[config.mk]
export PLATFORM = sky130hd
export DESIGN_NAME = reset_state_regs
export DESIGN_NICKNAME = d
export VERILOG_FILES = /design/src/core/reset_state_pkg.sv /design/src/core/axil_slave_if_ctl.sv /design/src/core/reset_state_regs.sv
export SDC_FILE = /design/constraint.sdc
export NUM_CORES = 1
export LEC_CHECK = 0
export ABC_CLOCK_PERIOD_IN_PS = 5150
export BUFFER_PORTS_ARGS = -buffer_cell sky130_fd_sc_hd__buf_2
export CORE_ASPECT_RATIO = 0.75
export CORE_UTILIZATION = 30
export DETAILED_ROUTE_END_ITERATION = 6
export SYNTH_ARGS = -nofsm -noshare
export SYNTH_HDL_FRONTEND = slang
export SYNTH_SLANG_ARGS = --single-unit
[constraint.sdc]
create_clock -name aclk -period 5.15 [get_ports aclk]
set_input_delay 1.03 -clock aclk [delete_from_list [all_inputs] [get_ports aclk]]
set_output_delay 1.03 -clock aclk [all_outputs]
set_load 0.03 [all_outputs]
[src/core/reset_state_pkg.sv]
/*
  Package for the register reset-state block: register offsets,
  reset values, widths and the packed bus carriers.
  Assumes an AXI4-Lite register bus with 32-bit data, one clock.
*/
package reset_state_pkg;

  ////////////////////////////////////////////////////////////////
  // Register byte offsets (AXI4-Lite, one aligned word each)
  localparam logic [7:0] OFF_PC = 8'h00;
  localparam logic [7:0] OFF_INTERRUPT_ENABLE_ZERO = 8'h04;
  localparam logic [7:0] OFF_LOOP_BEGIN_ZERO = 8'h08;
  localparam logic [7:0] OFF_LOOP_END_ZERO = 8'h0c;
  localparam logic [7:0] OFF_VBASE = 8'h10;
  localparam logic [7:0] OFF_CLOOP = 8'h14;
  localparam logic [7:0] OFF_CSTATE = 8'h18;
  localparam logic [7:0] OFF_INS = 8'h1c;
  localparam logic [7:0] OFF_IOC = 8'h20;
  localparam logic [7:0] OFF_MWAIT = 8'h24;
  localparam logic [7:0] OFF_PIN_STATUS = 8'h28;
  localparam logic [7:0] OFF_TEST_DATA = 8'h2c;
  localparam logic [7:0] OFF_SCRATCH = 8'h30;
  localparam logic [7:0] OFF_BOOT_CTRL = 8'h34;

  ////////////////////////////////////////////////////////////////
  // Reset values
  localparam logic [19:0] PC_INTERNAL_BOOT_ROM = 20'h20000;
  localparam logic [19:0] PC_EXTERNAL_ROM_REGION = 20'h80000;
  localparam logic [19:0] CORE20_RESET = 20'h00000;
  localparam logic [19:0] VBASE_RESET = 20'h20014;
  localparam logic [15:0] CORE16_RESET = 16'h0000;
  localparam logic [15:0] IOC_RESET = 16'h0000;
  localparam logic [15:0] MWAIT_RESET = 16'h0fff;

  ////////////////////////////////////////////////////////////////
  // Field positions
  localparam int BOOT_EXIT_BIT = 0;
  localparam int PIN_WIDTH = 8;
  localparam logic [1:0] RESP_OKAY = 2'b00;
  localparam logic [1:0] RESP_SLVERR = 2'b10;

  ////////////////////////////////////////////////////////////////
  // Bus carriers
  typedef struct packed {
    logic [7:0] addr;
    logic [31:0] data;
    logic [3:0] strb;
  } wr_req_t;

  typedef struct packed {
    logic [31:0] data;
    logic [1:0] resp;
  } rd_rsp_t;

endpackage

[src/core/axil_slave_if_ctl.sv]
/*
  AXI4-Lite slave handshake: holds one write and one read at a time,
  takes address and data in either order, presents a write request
  pulse and a read request pulse to the register file.
  Assumes a single clock aclk and synchronous active-low aresetn.
*/
`timescale 1ns/1ps
module axil_slave_if_ctl (
  // Clock and reset
  input wire logic aclk,
  input wire logic aresetn,
  // Write address and data
  input wire logic [7:0] awaddr,
  input wire logic awvalid,
  output logic awready,
  input wire logic [31:0] wdata,
  input wire logic [3:0] wstrb,
  input wire logic wvalid,
  output logic wready,
  output logic [1:0] bresp,
  output logic bvalid,
  input wire logic bready,
  // Read address and data
  input wire logic [7:0] araddr,
  input wire logic arvalid,
  output logic arready,
  output logic [31:0] rdata,
  output logic [1:0] rresp,
  output logic rvalid,
  input wire logic rready,
  // Register file side
  output logic wr_go,
  output reset_state_pkg::wr_req_t wr_req,
  input wire logic wr_ok,
  output logic rd_go,
  output logic [7:0] rd_addr,
  input wire reset_state_pkg::rd_rsp_t rd_rsp
);

  logic aw_held_reg;
  logic w_held_reg;

  ////////////////////////////////////////////////////////////////
  // Write channel capture
  assign awready = !aw_held_reg && !bvalid;
  assign wready = !w_held_reg && !bvalid;
  assign wr_go = aw_held_reg && w_held_reg && !bvalid;

  always_ff @(posedge aclk) begin
    if (!aresetn) begin
      aw_held_reg <= 1'b0;
      w_held_reg <= 1'b0;
      wr_req <= '0;
    end else if (wr_go) begin
      aw_held_reg <= 1'b0;
      w_held_reg <= 1'b0;
    end else begin
      if (awvalid && awready) begin
        aw_held_reg <= 1'b1;
        wr_req.addr <= awaddr;
      end
      if (wvalid && wready) begin
        w_held_reg <= 1'b1;
        wr_req.data <= wdata;
        wr_req.strb <= wstrb;
      end
    end
  end

  // Write response
  always_ff @(posedge aclk) begin
    if (!aresetn) begin
      bvalid <= 1'b0;
      bresp <= reset_state_pkg::RESP_OKAY;
    end else if (wr_go) begin
      bvalid <= 1'b1;
      bresp <= wr_ok ? reset_state_pkg::RESP_OKAY : reset_state_pkg::RESP_SLVERR;
    end else if (bready) begin
      bvalid <= 1'b0;
    end
  end

  ////////////////////////////////////////////////////////////////
  // Read channel
  assign arready = !rvalid;
  assign rd_go = arvalid && arready;
  assign rd_addr = araddr;

  always_ff @(posedge aclk) begin
    if (!aresetn) begin
      rvalid <= 1'b0;
      rdata <= 32'h0000_0000;
      rresp <= reset_state_pkg::RESP_OKAY;
    end else if (rd_go) begin
      rvalid <= 1'b1;
      rdata <= rd_rsp.data;
      rresp <= rd_rsp.resp;
    end else if (rready) begin
      rvalid <= 1'b0;
    end
  end

endmodule

[src/core/reset_state_regs.sv]
/*
  Register bank with documented reset states for core and peripheral
  registers, boot-source dependent start address and boot-exit handling.
  Assumes one clock aclk at 125 MHz, synchronous active-low aresetn
  used as the pin reset, and an AXI4-Lite master for software access.
*/
// Notes on behaviour
// Holding the active-low reset low puts every defined register into its reset state.
// Bits with no defined reset value are never touched by reset and keep their content.
// The pin status register shows the eight I/O pins in its low byte and zero above.
// With the boot select low at reset the start address is the internal boot ROM base.
// With the boot select high at reset the start address is the external ROM base.
// Boot exit leaves interrupt enable, loop begin, loop end, vector base, count, cache.
// Boot exit returns only the I/O configuration register to its reset value.
// Software should disable interrupts and write all ones to the pending register.
// The wait-state register always resets to 0x0fff whatever the pin levels.
// The test-port data word is the only 32-bit peripheral register.
// Reset values hold while reset is low and until the first edge after release.
`timescale 1ns/1ps
module reset_state_regs (
  // Clock and pin reset
  input wire logic aclk,
  input wire logic aresetn,
  // Device pins
  input wire logic boot_source_select,
  input wire logic [7:0] general_io_pins,
  // Register state toward the core
  output logic [19:0] program_counter,
  output logic [15:0] io_config,
  output logic [15:0] wait_states,
  output logic boot_exit_pulse,
  // AXI4-Lite write
  input wire logic [7:0] awaddr,
  input wire logic awvalid,
  output logic awready,
  input wire logic [31:0] wdata,
  input wire logic [3:0] wstrb,
  input wire logic wvalid,
  output logic wready,
  output logic [1:0] bresp,
  output logic bvalid,
  input wire logic bready,
  // AXI4-Lite read
  input wire logic [7:0] araddr,
  input wire logic arvalid,
  output logic arready,
  output logic [31:0] rdata,
  output logic [1:0] rresp,
  output logic rvalid,
  input wire logic rready
);

  logic wr_go;
  logic wr_ok;
  logic rd_go;
  logic [7:0] rd_addr;
  reset_state_pkg::wr_req_t wr_req;
  reset_state_pkg::rd_rsp_t rd_rsp;

  logic [19:0] pc_reg;
  logic [19:0] interrupt_enable_zero_reg;
  logic [19:0] loop_begin_zero_reg;
  logic [19:0] loop_end_zero_reg;
  logic [19:0] vbase_reg;
  logic [15:0] cloop_reg;
  logic [15:0] cstate_reg;
  logic [19:0] ins_reg;
  logic [15:0] ioc_reg;
  logic [15:0] mwait_reg;
  logic [31:0] test_data_reg;
  logic [15:0] scratch_reg;
  logic [31:0] wmask;

  ////////////////////////////////////////////////////////////////
  // Bus slave
  axil_slave_if_ctl axil_slave_if_ctl_inst (
    .aclk(aclk),
    .aresetn(aresetn),
    .awaddr(awaddr),
    .awvalid(awvalid),
    .awready(awready),
    .wdata(wdata),
    .wstrb(wstrb),
    .wvalid(wvalid),
    .wready(wready),
    .bresp(bresp),
    .bvalid(bvalid),
    .bready(bready),
    .araddr(araddr),
    .arvalid(arvalid),
    .arready(arready),
    .rdata(rdata),
    .rresp(rresp),
    .rvalid(rvalid),
    .rready(rready),
    .wr_go(wr_go),
    .wr_req(wr_req),
    .wr_ok(wr_ok),
    .rd_go(rd_go),
    .rd_addr(rd_addr),
    .rd_rsp(rd_rsp)
  );

  // Byte-lane mask from strobes
  always_comb begin
    for (int i = 0; i < 4; i++) begin
      wmask[i*8 +: 8] = {8{wr_req.strb[i]}};
    end
  end

  // Write helpers
  function automatic logic [31:0] merge(input logic [31:0] old_v, input logic [31:0] new_v,
                                        input logic [31:0] m);
    merge = (old_v & ~m) | (new_v & m);
  endfunction

  function automatic logic hit(input logic [7:0] off);
    hit = wr_go && (wr_req.addr == off);
  endfunction

  // Spelled out so the pulse follows wr_go; a function call hides it from the assign
  assign boot_exit_pulse = wr_go && (wr_req.addr == reset_state_pkg::OFF_BOOT_CTRL) &&
                           wr_req.strb[0] && wr_req.data[reset_state_pkg::BOOT_EXIT_BIT];

  ////////////////////////////////////////////////////////////////
  // Start address from boot source
  always_ff @(posedge aclk) begin
    // Internal ROM start
    // External ROM start
    if (!aresetn) begin
      pc_reg <= boot_source_select ? reset_state_pkg::PC_EXTERNAL_ROM_REGION
                                   : reset_state_pkg::PC_INTERNAL_BOOT_ROM;
    end else if (hit(reset_state_pkg::OFF_PC)) begin
      pc_reg <= 20'(merge(32'(pc_reg), wr_req.data, wmask));
    end
  end

  ////////////////////////////////////////////////////////////////
  // Core registers with defined resets
  always_ff @(posedge aclk) begin
    // Pin reset values
    // Held through reset
    if (!aresetn) begin
      interrupt_enable_zero_reg <= reset_state_pkg::CORE20_RESET;
      loop_begin_zero_reg <= reset_state_pkg::CORE20_RESET;
      loop_end_zero_reg <= reset_state_pkg::CORE20_RESET;
      vbase_reg <= reset_state_pkg::VBASE_RESET;
      cloop_reg <= reset_state_pkg::CORE16_RESET;
      cstate_reg <= reset_state_pkg::CORE16_RESET;
      ins_reg <= reset_state_pkg::CORE20_RESET;
    end else begin
      // Kept over boot exit
      if (hit(reset_state_pkg::OFF_INTERRUPT_ENABLE_ZERO)) begin
        interrupt_enable_zero_reg <= 20'(merge(32'(interrupt_enable_zero_reg), wr_req.data,
                                               wmask));
      end
      if (hit(reset_state_pkg::OFF_LOOP_BEGIN_ZERO)) begin
        loop_begin_zero_reg <= 20'(merge(32'(loop_begin_zero_reg), wr_req.data, wmask));
      end
      if (hit(reset_state_pkg::OFF_LOOP_END_ZERO)) begin
        loop_end_zero_reg <= 20'(merge(32'(loop_end_zero_reg), wr_req.data, wmask));
      end
      if (hit(reset_state_pkg::OFF_VBASE)) begin
        vbase_reg <= 20'(merge(32'(vbase_reg), wr_req.data, wmask));
      end
      if (hit(reset_state_pkg::OFF_CLOOP)) begin
        cloop_reg <= 16'(merge(32'(cloop_reg), wr_req.data, wmask));
      end
      if (hit(reset_state_pkg::OFF_CSTATE)) begin
        cstate_reg <= 16'(merge(32'(cstate_reg), wr_req.data, wmask));
      end
      // Ones clear pending
      if (hit(reset_state_pkg::OFF_INS)) begin
        ins_reg <= ins_reg & ~20'(wr_req.data & wmask);
      end
    end
  end

  ////////////////////////////////////////////////////////////////
  // Peripheral registers
  always_ff @(posedge aclk) begin
    // Fixed wait states
    if (!aresetn) begin
      ioc_reg <= reset_state_pkg::IOC_RESET;
      mwait_reg <= reset_state_pkg::MWAIT_RESET;
    end else begin
      // Only ioc reinitialised
      if (boot_exit_pulse) begin
        ioc_reg <= reset_state_pkg::IOC_RESET;
      end else if (hit(reset_state_pkg::OFF_IOC)) begin
        ioc_reg <= 16'(merge(32'(ioc_reg), wr_req.data, wmask));
      end
      if (hit(reset_state_pkg::OFF_MWAIT)) begin
        mwait_reg <= 16'(merge(32'(mwait_reg), wr_req.data, wmask));
      end
    end
  end

  // No reset on undefined bits
  // Only 32-bit peripheral
  always_ff @(posedge aclk) begin
    if (hit(reset_state_pkg::OFF_TEST_DATA)) begin
      test_data_reg <= merge(test_data_reg, wr_req.data, wmask);
    end
    if (hit(reset_state_pkg::OFF_SCRATCH)) begin
      scratch_reg <= 16'(merge(32'(scratch_reg), wr_req.data, wmask));
    end
  end

  ////////////////////////////////////////////////////////////////
  // Write decode acceptance
  always_comb begin
    wr_ok = 1'b1;
    if (wr_req.addr == reset_state_pkg::OFF_PIN_STATUS) begin
      wr_ok = 1'b1;
    end else if (wr_req.addr > reset_state_pkg::OFF_BOOT_CTRL || wr_req.addr[1:0] != 2'b00) begin
      wr_ok = 1'b0;
    end
  end

  // Read decode
  always_comb begin
    rd_rsp.resp = reset_state_pkg::RESP_OKAY;
    rd_rsp.data = 32'h0000_0000;
    if (rd_addr == reset_state_pkg::OFF_PC) begin
      rd_rsp.data = 32'(pc_reg);
    end else if (rd_addr == reset_state_pkg::OFF_INTERRUPT_ENABLE_ZERO) begin
      rd_rsp.data = 32'(interrupt_enable_zero_reg);
    end else if (rd_addr == reset_state_pkg::OFF_LOOP_BEGIN_ZERO) begin
      rd_rsp.data = 32'(loop_begin_zero_reg);
    end else if (rd_addr == reset_state_pkg::OFF_LOOP_END_ZERO) begin
      rd_rsp.data = 32'(loop_end_zero_reg);
    end else if (rd_addr == reset_state_pkg::OFF_VBASE) begin
      rd_rsp.data = 32'(vbase_reg);
    end else if (rd_addr == reset_state_pkg::OFF_CLOOP) begin
      rd_rsp.data = 32'(cloop_reg);
    end else if (rd_addr == reset_state_pkg::OFF_CSTATE) begin
      rd_rsp.data = 32'(cstate_reg);
    end else if (rd_addr == reset_state_pkg::OFF_INS) begin
      rd_rsp.data = 32'(ins_reg);
    end else if (rd_addr == reset_state_pkg::OFF_IOC) begin
      rd_rsp.data = 32'(ioc_reg);
    end else if (rd_addr == reset_state_pkg::OFF_MWAIT) begin
      rd_rsp.data = 32'(mwait_reg);
    end else if (rd_addr == reset_state_pkg::OFF_PIN_STATUS) begin
      // Pins in low byte
      rd_rsp.data = {24'h000000, general_io_pins};
    end else if (rd_addr == reset_state_pkg::OFF_TEST_DATA) begin
      rd_rsp.data = test_data_reg;
    end else if (rd_addr == reset_state_pkg::OFF_SCRATCH) begin
      rd_rsp.data = 32'(scratch_reg);
    end else if (rd_addr == reset_state_pkg::OFF_BOOT_CTRL) begin
      rd_rsp.data = 32'h0000_0000;
    end else begin
      rd_rsp.resp = reset_state_pkg::RESP_SLVERR;
    end
  end

  ////////////////////////////////////////////////////////////////
  // Outputs
  assign program_counter = pc_reg;
  assign io_config = ioc_reg;
  assign wait_states = mwait_reg;

endmodule

# ---- Word level (Yosys, flattened, before mapping)
# Index checks and enable logic that the tools add are counted.
dict set report op_classes {
  n_addsub 0
  n_mul 0
  div_mod_pow 0
  order_cmp 1
  eq_ne 27
  n_shift 0
  n_mux 37
  n_bitwise 28
  reduce_logical 36
}
# op n
set ops {}
lappend ops {{32-bit two-way mux} 12}
lappend ops {{20-bit AND} 6}
lappend ops {{20-bit bitwise OR} 5}
lappend ops {{8-bit by 6-bit == test with 1-bit output, second input constant} 12}
lappend ops {{16-bit AND} 5}
lappend ops {{16-bit bitwise OR} 5}
lappend ops {{32-bit AND} 2}
lappend ops {{8-bit by 5-bit == test with 1-bit output, second input constant} 8}
lappend ops {{20-bit two-way mux} 3}
lappend ops {{8-bit by 4-bit == test with 1-bit output, second input constant} 4}
lappend ops {{32-bit inverter} 1}
lappend ops {{32-bit bitwise OR} 1}
lappend ops {{2-bit two-way mux} 15}
lappend ops {{1-bit logical AND} 22}
lappend ops {{20-bit inverter} 1}
lappend ops {{8-bit by 3-bit == test with 1-bit output, second input constant} 2}
lappend ops {{8-bit logical NOT} 2}
lappend ops {{16-bit two-way mux} 1}
lappend ops {{8-bit by 6-bit > comparator with 1-bit output, second input constant} 1}
lappend ops {{1-bit two-way mux} 6}
lappend ops {{2-bit nonzero test} 3}
lappend ops {{1-bit logical NOT} 4}
lappend ops {{2-bit AND reduction} 2}
lappend ops {{2-bit OR reduction} 2}
lappend ops {{3 further kinds} 4}
dict set report totals {
  reg_bits 316
  latch_bits 0
  ram_bits 0
  rom_bits 0
  input_bits 68
  output_inout_bits 94
  wordCells 151
  mem_count 0
}

# ---- Depth between registers and ports, before layout
dict set report depth {
  ltp_word 15
  mapped_depth 9
  depth_no_buf 5
}

# ---- By module
# Synthesis repeated with hierarchy kept, for this count alone.
dict set report unflattened {
  cells_unflattened 1612
  area_unflattened_um2 14441.4
}
# module instances cells_each area_each_um2 seq_area_each_um2
set by_module_without_submodules {}
lappend by_module_without_submodules {reset_state_regs 1 1235 11287.1 5325.1}
lappend by_module_without_submodules {axil_slave_if_ctl 1 377 3154.3 1661.6}

# ---- Worst setup path before layout
# OpenSTA, ideal clock, no wires.
dict set report synth_path {
  path_kind {flip-flop to flip-flop}
  from {register axil_slave_if_ctl_inst.bvalid}
  to {register pc_reg[0] (netlist: program_counter[0]), enable pin}
  setup_ns 0.418
  arrival_ns 2.513
  t_required_ns 4.732
  slack_ns 2.219
  path_stages_with_launch 5
  path_buffers 1
  period_less_slack_ns 2.931
  path_cell_list {dfxtp_1 > buf_2 > nand3b_4 > or3_1 > o21ai_0}
}
dict set report synth_between {
  elab_chain_len 4
}
# element line_no
set synth_rtl {}
lappend synth_rtl {{start: declaration} axil_slave_if_ctl.sv:21} ;# output logic bvalid,
lappend synth_rtl {{start signal: assignment} axil_slave_if_ctl.sv:73} ;# bvalid <= 1'b0;
lappend synth_rtl {{start signal: assignment} axil_slave_if_ctl.sv:76} ;# bvalid <= 1'b1;
lappend synth_rtl {{start signal: assignment} axil_slave_if_ctl.sv:79} ;# bvalid <= 1'b0;
lappend synth_rtl {{1-bit logical NOT} axil_slave_if_ctl.sv:47} ;# assign wr_go = aw_held_reg && w_held_reg && !bvalid;
lappend synth_rtl {{1-bit logical AND} axil_slave_if_ctl.sv:47}
lappend synth_rtl {{1-bit logical AND} reset_state_regs.sv:118} ;# hit = wr_go && (wr_req.addr == off);
lappend synth_rtl {{2-bit by 1-bit inequality test with 1-bit output (no source line)} n/a}
lappend synth_rtl {{end signal: assignment} reset_state_regs.sv:131} ;# pc_reg <= boot_source_select ? reset_state_pkg::PC_EXTERNAL_ROM_REGION
lappend synth_rtl {{end signal: assignment} reset_state_regs.sv:134} ;# pc_reg <= 20'(merge(32'(pc_reg), wr_req.data, wmask));
lappend synth_rtl {{end: declaration} reset_state_regs.sv:60} ;# logic [19:0] pc_reg;
# No other way between the ends.
# A chain may end at the register's enable or synchronous reset.

# ---- Worst setup path in the final report
dict set report layout_path {
  from {register axil_slave_if_ctl_inst.w_held_reg}
  to {output port boot_exit_pulse}
}
dict set report layout_between {
  elab_chain_len 5
}
# element line_no
set layout_rtl {}
lappend layout_rtl {{start: declaration} axil_slave_if_ctl.sv:41} ;# logic w_held_reg;
lappend layout_rtl {{start signal: assignment} axil_slave_if_ctl.sv:52} ;# w_held_reg <= 1'b0;
lappend layout_rtl {{start signal: assignment} axil_slave_if_ctl.sv:56} ;# w_held_reg <= 1'b0;
lappend layout_rtl {{start signal: assignment} axil_slave_if_ctl.sv:63} ;# w_held_reg <= 1'b1;
lappend layout_rtl {{1-bit logical AND (2 in a row)} axil_slave_if_ctl.sv:47}
lappend layout_rtl {{1-bit logical AND (2 in a row)} reset_state_regs.sv:122} ;# assign boot_exit_pulse = wr_go && (wr_req.addr == reset_state_pkg::OFF_BOOT_CTRL) &&
lappend layout_rtl {{1-bit logical AND} reset_state_regs.sv:123} ;# wr_req.strb[0] && wr_req.data[reset_state_pkg::BOOT_EXIT_BIT];
lappend layout_rtl {{end: declaration} reset_state_regs.sv:31} ;# output logic boot_exit_pulse,
# No other way between the ends.

==> results.md <==
- Status: completed
- Peak Freq: 260.6 MHz
- Global-route wire length before repair: 76,620 um
- Worst Skew: 0.02703 ns
- Post-Syn Instances: 1,597
- Die W: 257.4 um
- # nets final: 1,745
- Die ar.: 49,820 um2
- Ys flop type: dfxtp_1
- Slew margin rel.: 14.79%
- Setup TNS: 0 ns
- WL final: 51,520 um
- Placed Instances: 2,280
- CP Cell Sequence: and3b_1, nand4_1, nor3_1, buf_2
- DRT antenna net count: 0
- Maximum clock path buffer count: 3
- # DRC: 0
- Worst skew pair latency: 0.55 ns
- Max IR drop VDD: 0.2467 mV
- Ports: 162
- Dpl ws: 1.500 ns
- Critical path's slowest cell: nor3_1
- Count of final max-slew check failures: 0
- PortBufs: 159
- Design Area, Final: 17,000 um2
- #FFs+latches synth: 314
- Core area: 47,830 um2
- Top-area cell type share of the netlist area: 33.55%
- CTS-repair resized insts: 0
- Yosys cell types: 90
- Crit start category: flop
- Total number of vias: 12,910
- Root Driver: clkbuf_16
- Area leader, netlist: dfxtp_1
- CP Class: flop to primary output
- Die Ht: 193.6 um
- Critical Path End Type: primary output
- Fin crit share: 74.51%
- Post-synth EDFFs: 68
- Part of the Yosys area used for sequential elements: 47.46%
- Synthesized cell area: 14,680 um2
- Worst setup startpoint: axil_slave_if_ctl_inst.w_held_reg$_SDFFE_PP0P_
- Count of final setup violators: 0
- DR iter-0 viols: 1,477
- Initial core utilization: 30.69%
- Number of synthesis warnings: 0
- Worst Path Max Fanout: 6
- Minimum clock period: 3.837 ns
- Max H-tree Level: 2
- Cell Area, Placed: 15,890 um2
- Via density per instance: 5.509
- Post-route insts no fill: 2,343
- Clk slew on worst S/H paths: 0.06 ns
- Reg2reg start: axil_slave_if_ctl_inst.w_held_reg$_SDFFE_PP0P_
- Slew @ Worst Pin: 1.268 ns
- Fin. Hold Viols: 0
- CP peak stage delay: 0.79 ns
- Tot GR Track Use: 19.99%
- CP arrival: 2.81 ns
- Grt ovf: 0
- Share of cells above drive strength 1: 16.98%
- Filler cell count in the final layout: 4,895
- Initial antenna violation count: 4
- HP Start: axil_slave_if_ctl_inst.wr_req[34]$_SDFFE_PN0P_
- Placer congestion estimate: 0.9093
- Asr flop ratio synth: 0%
- Critical Path RT: 4.12 ns
- Top-count cell post-synth: nand2_1
- CTS tree: yes
- Total leakage power: 5.860 nW
- Area Growth Syn to Fin: 15.80%
- Top area cells in the synthesized netlist: dfxtp_1 (34%), edfxtp_1 (14%), nand2_1 (6.5%)
- Final worst setup slack: 1.313 ns
- CTS Hold Bufs: 0
- CTS Sinks: 314
- Worst Hold Class: flop to flop
- DR pass1 iterations: 7
- Final HPWL DP: 36,390 um
- Synthesized area per cell: 9.191 um2
- DR WL/cell: 21.99 um
- Postcts setup bufs: 0
- Max cap viols: 0
- Pin count of the biggest net entering global routing: 104
- CTS Buf Count: 34
- Power Density: 327.6 nW/um2
- Vias in the first global route: 12,090
- Unrepaired setup endpoints after global routing: no
- Commonest cells post-synth: nand2_1 (256), dfxtp_1 (246), a21boi_0 (99)
- Fin util: 35.54%
- Row cnt: 69
critical path: cells and delay by family (launching register included):
kind          cells  cell delay (ns)
simple gates      3             1.43
flops             1             0.49
buf+inv           1             0.33
kinds of logic after synthesis:
family                 count (synthesis)  share of synthesized area [%]
DFF                                  314                          47.46
AOI/OAI and AO/OA                    458                          21.44
buffers and inverters                157                          4.680
muxes                                 85                          5.848
and+or+nand+nor                      582                          20.54
other                                  1                        0.02555
cells in the final DEF, fill, tap and decap left out, drive strengths merged, types with 15 or more instances in the layout:
cell / instances
nor3: 31
o211ai: 23
nand2: 256
nor2: 40
clkbuf: 47
a21boi: 124
nand3: 96
nor2b: 81
a21oi: 80
buf: 184
inv: 16
a22oi: 35
dfxtp: 246
mux2i: 79
nand2b: 15
o21ai: 102
edfxtp: 68
metrics by stage:
stage,hold slack [ns],total power (W)
after floorplan,0.4081,0.002966
after global placement,0.4146,0.003141
after detailed placement,0.4131,0.003148
after CTS,0.4281,0.005590
after global routing,0.4394,0.005734
final,0.4265,0.005569
power breakdown:
part / switching, W / internal [W] / total [W]
Sequential: 0.0000942 / 0.00256 / 0.00265
Combinational: 0.000304 / 0.000142 / 0.000446
Clock: 0.00105 / 0.00142 / 0.00247
Total: 0.00145 / 0.00412 / 0.00557
final cells by class:
cell class / instances / area, um2 / share of cell area, %
multi-input combinational: 1127 / 7073 / 41.61
inverter: 16 / 60.06 / 0.3533
clock buffer: 47 / 960.9 / 5.653
tap: 639 / 799.5 / 4.704
timing repair buffer: 184 / 989.7 / 5.823
sequential: 314 / 6967 / 40.99
clock inverter: 14 / 142.6 / 0.8392
antenna: 2 / 5.005 / 0.02944
metal layers:
layer | wire (um) | part of all wire [%] | vias to the layer above | global-route usage [%]
met4 | 1338 | 2.6 | 2 | 5.939
met5 | 13 | 0.025 | - | 0
met3 | 5399 | 10 | 104 | 5.791
li1 | - | - | 5889 | -
met1 | 22870 | 44 | 6285 | 28.28
met2 | 21900 | 43 | 628 | 29.20
path summary, 6_finish.rpt:
check | endpoint | slack [ns] | cells past startpoint
min | flop | 0.43 | 0
min reg2reg | flop | 0.43 | 0
max | boot_exit_pulse | 1.31 | 4
max reg2reg | flop | 2.24 | 5
(Power assumes the default switching activity.)
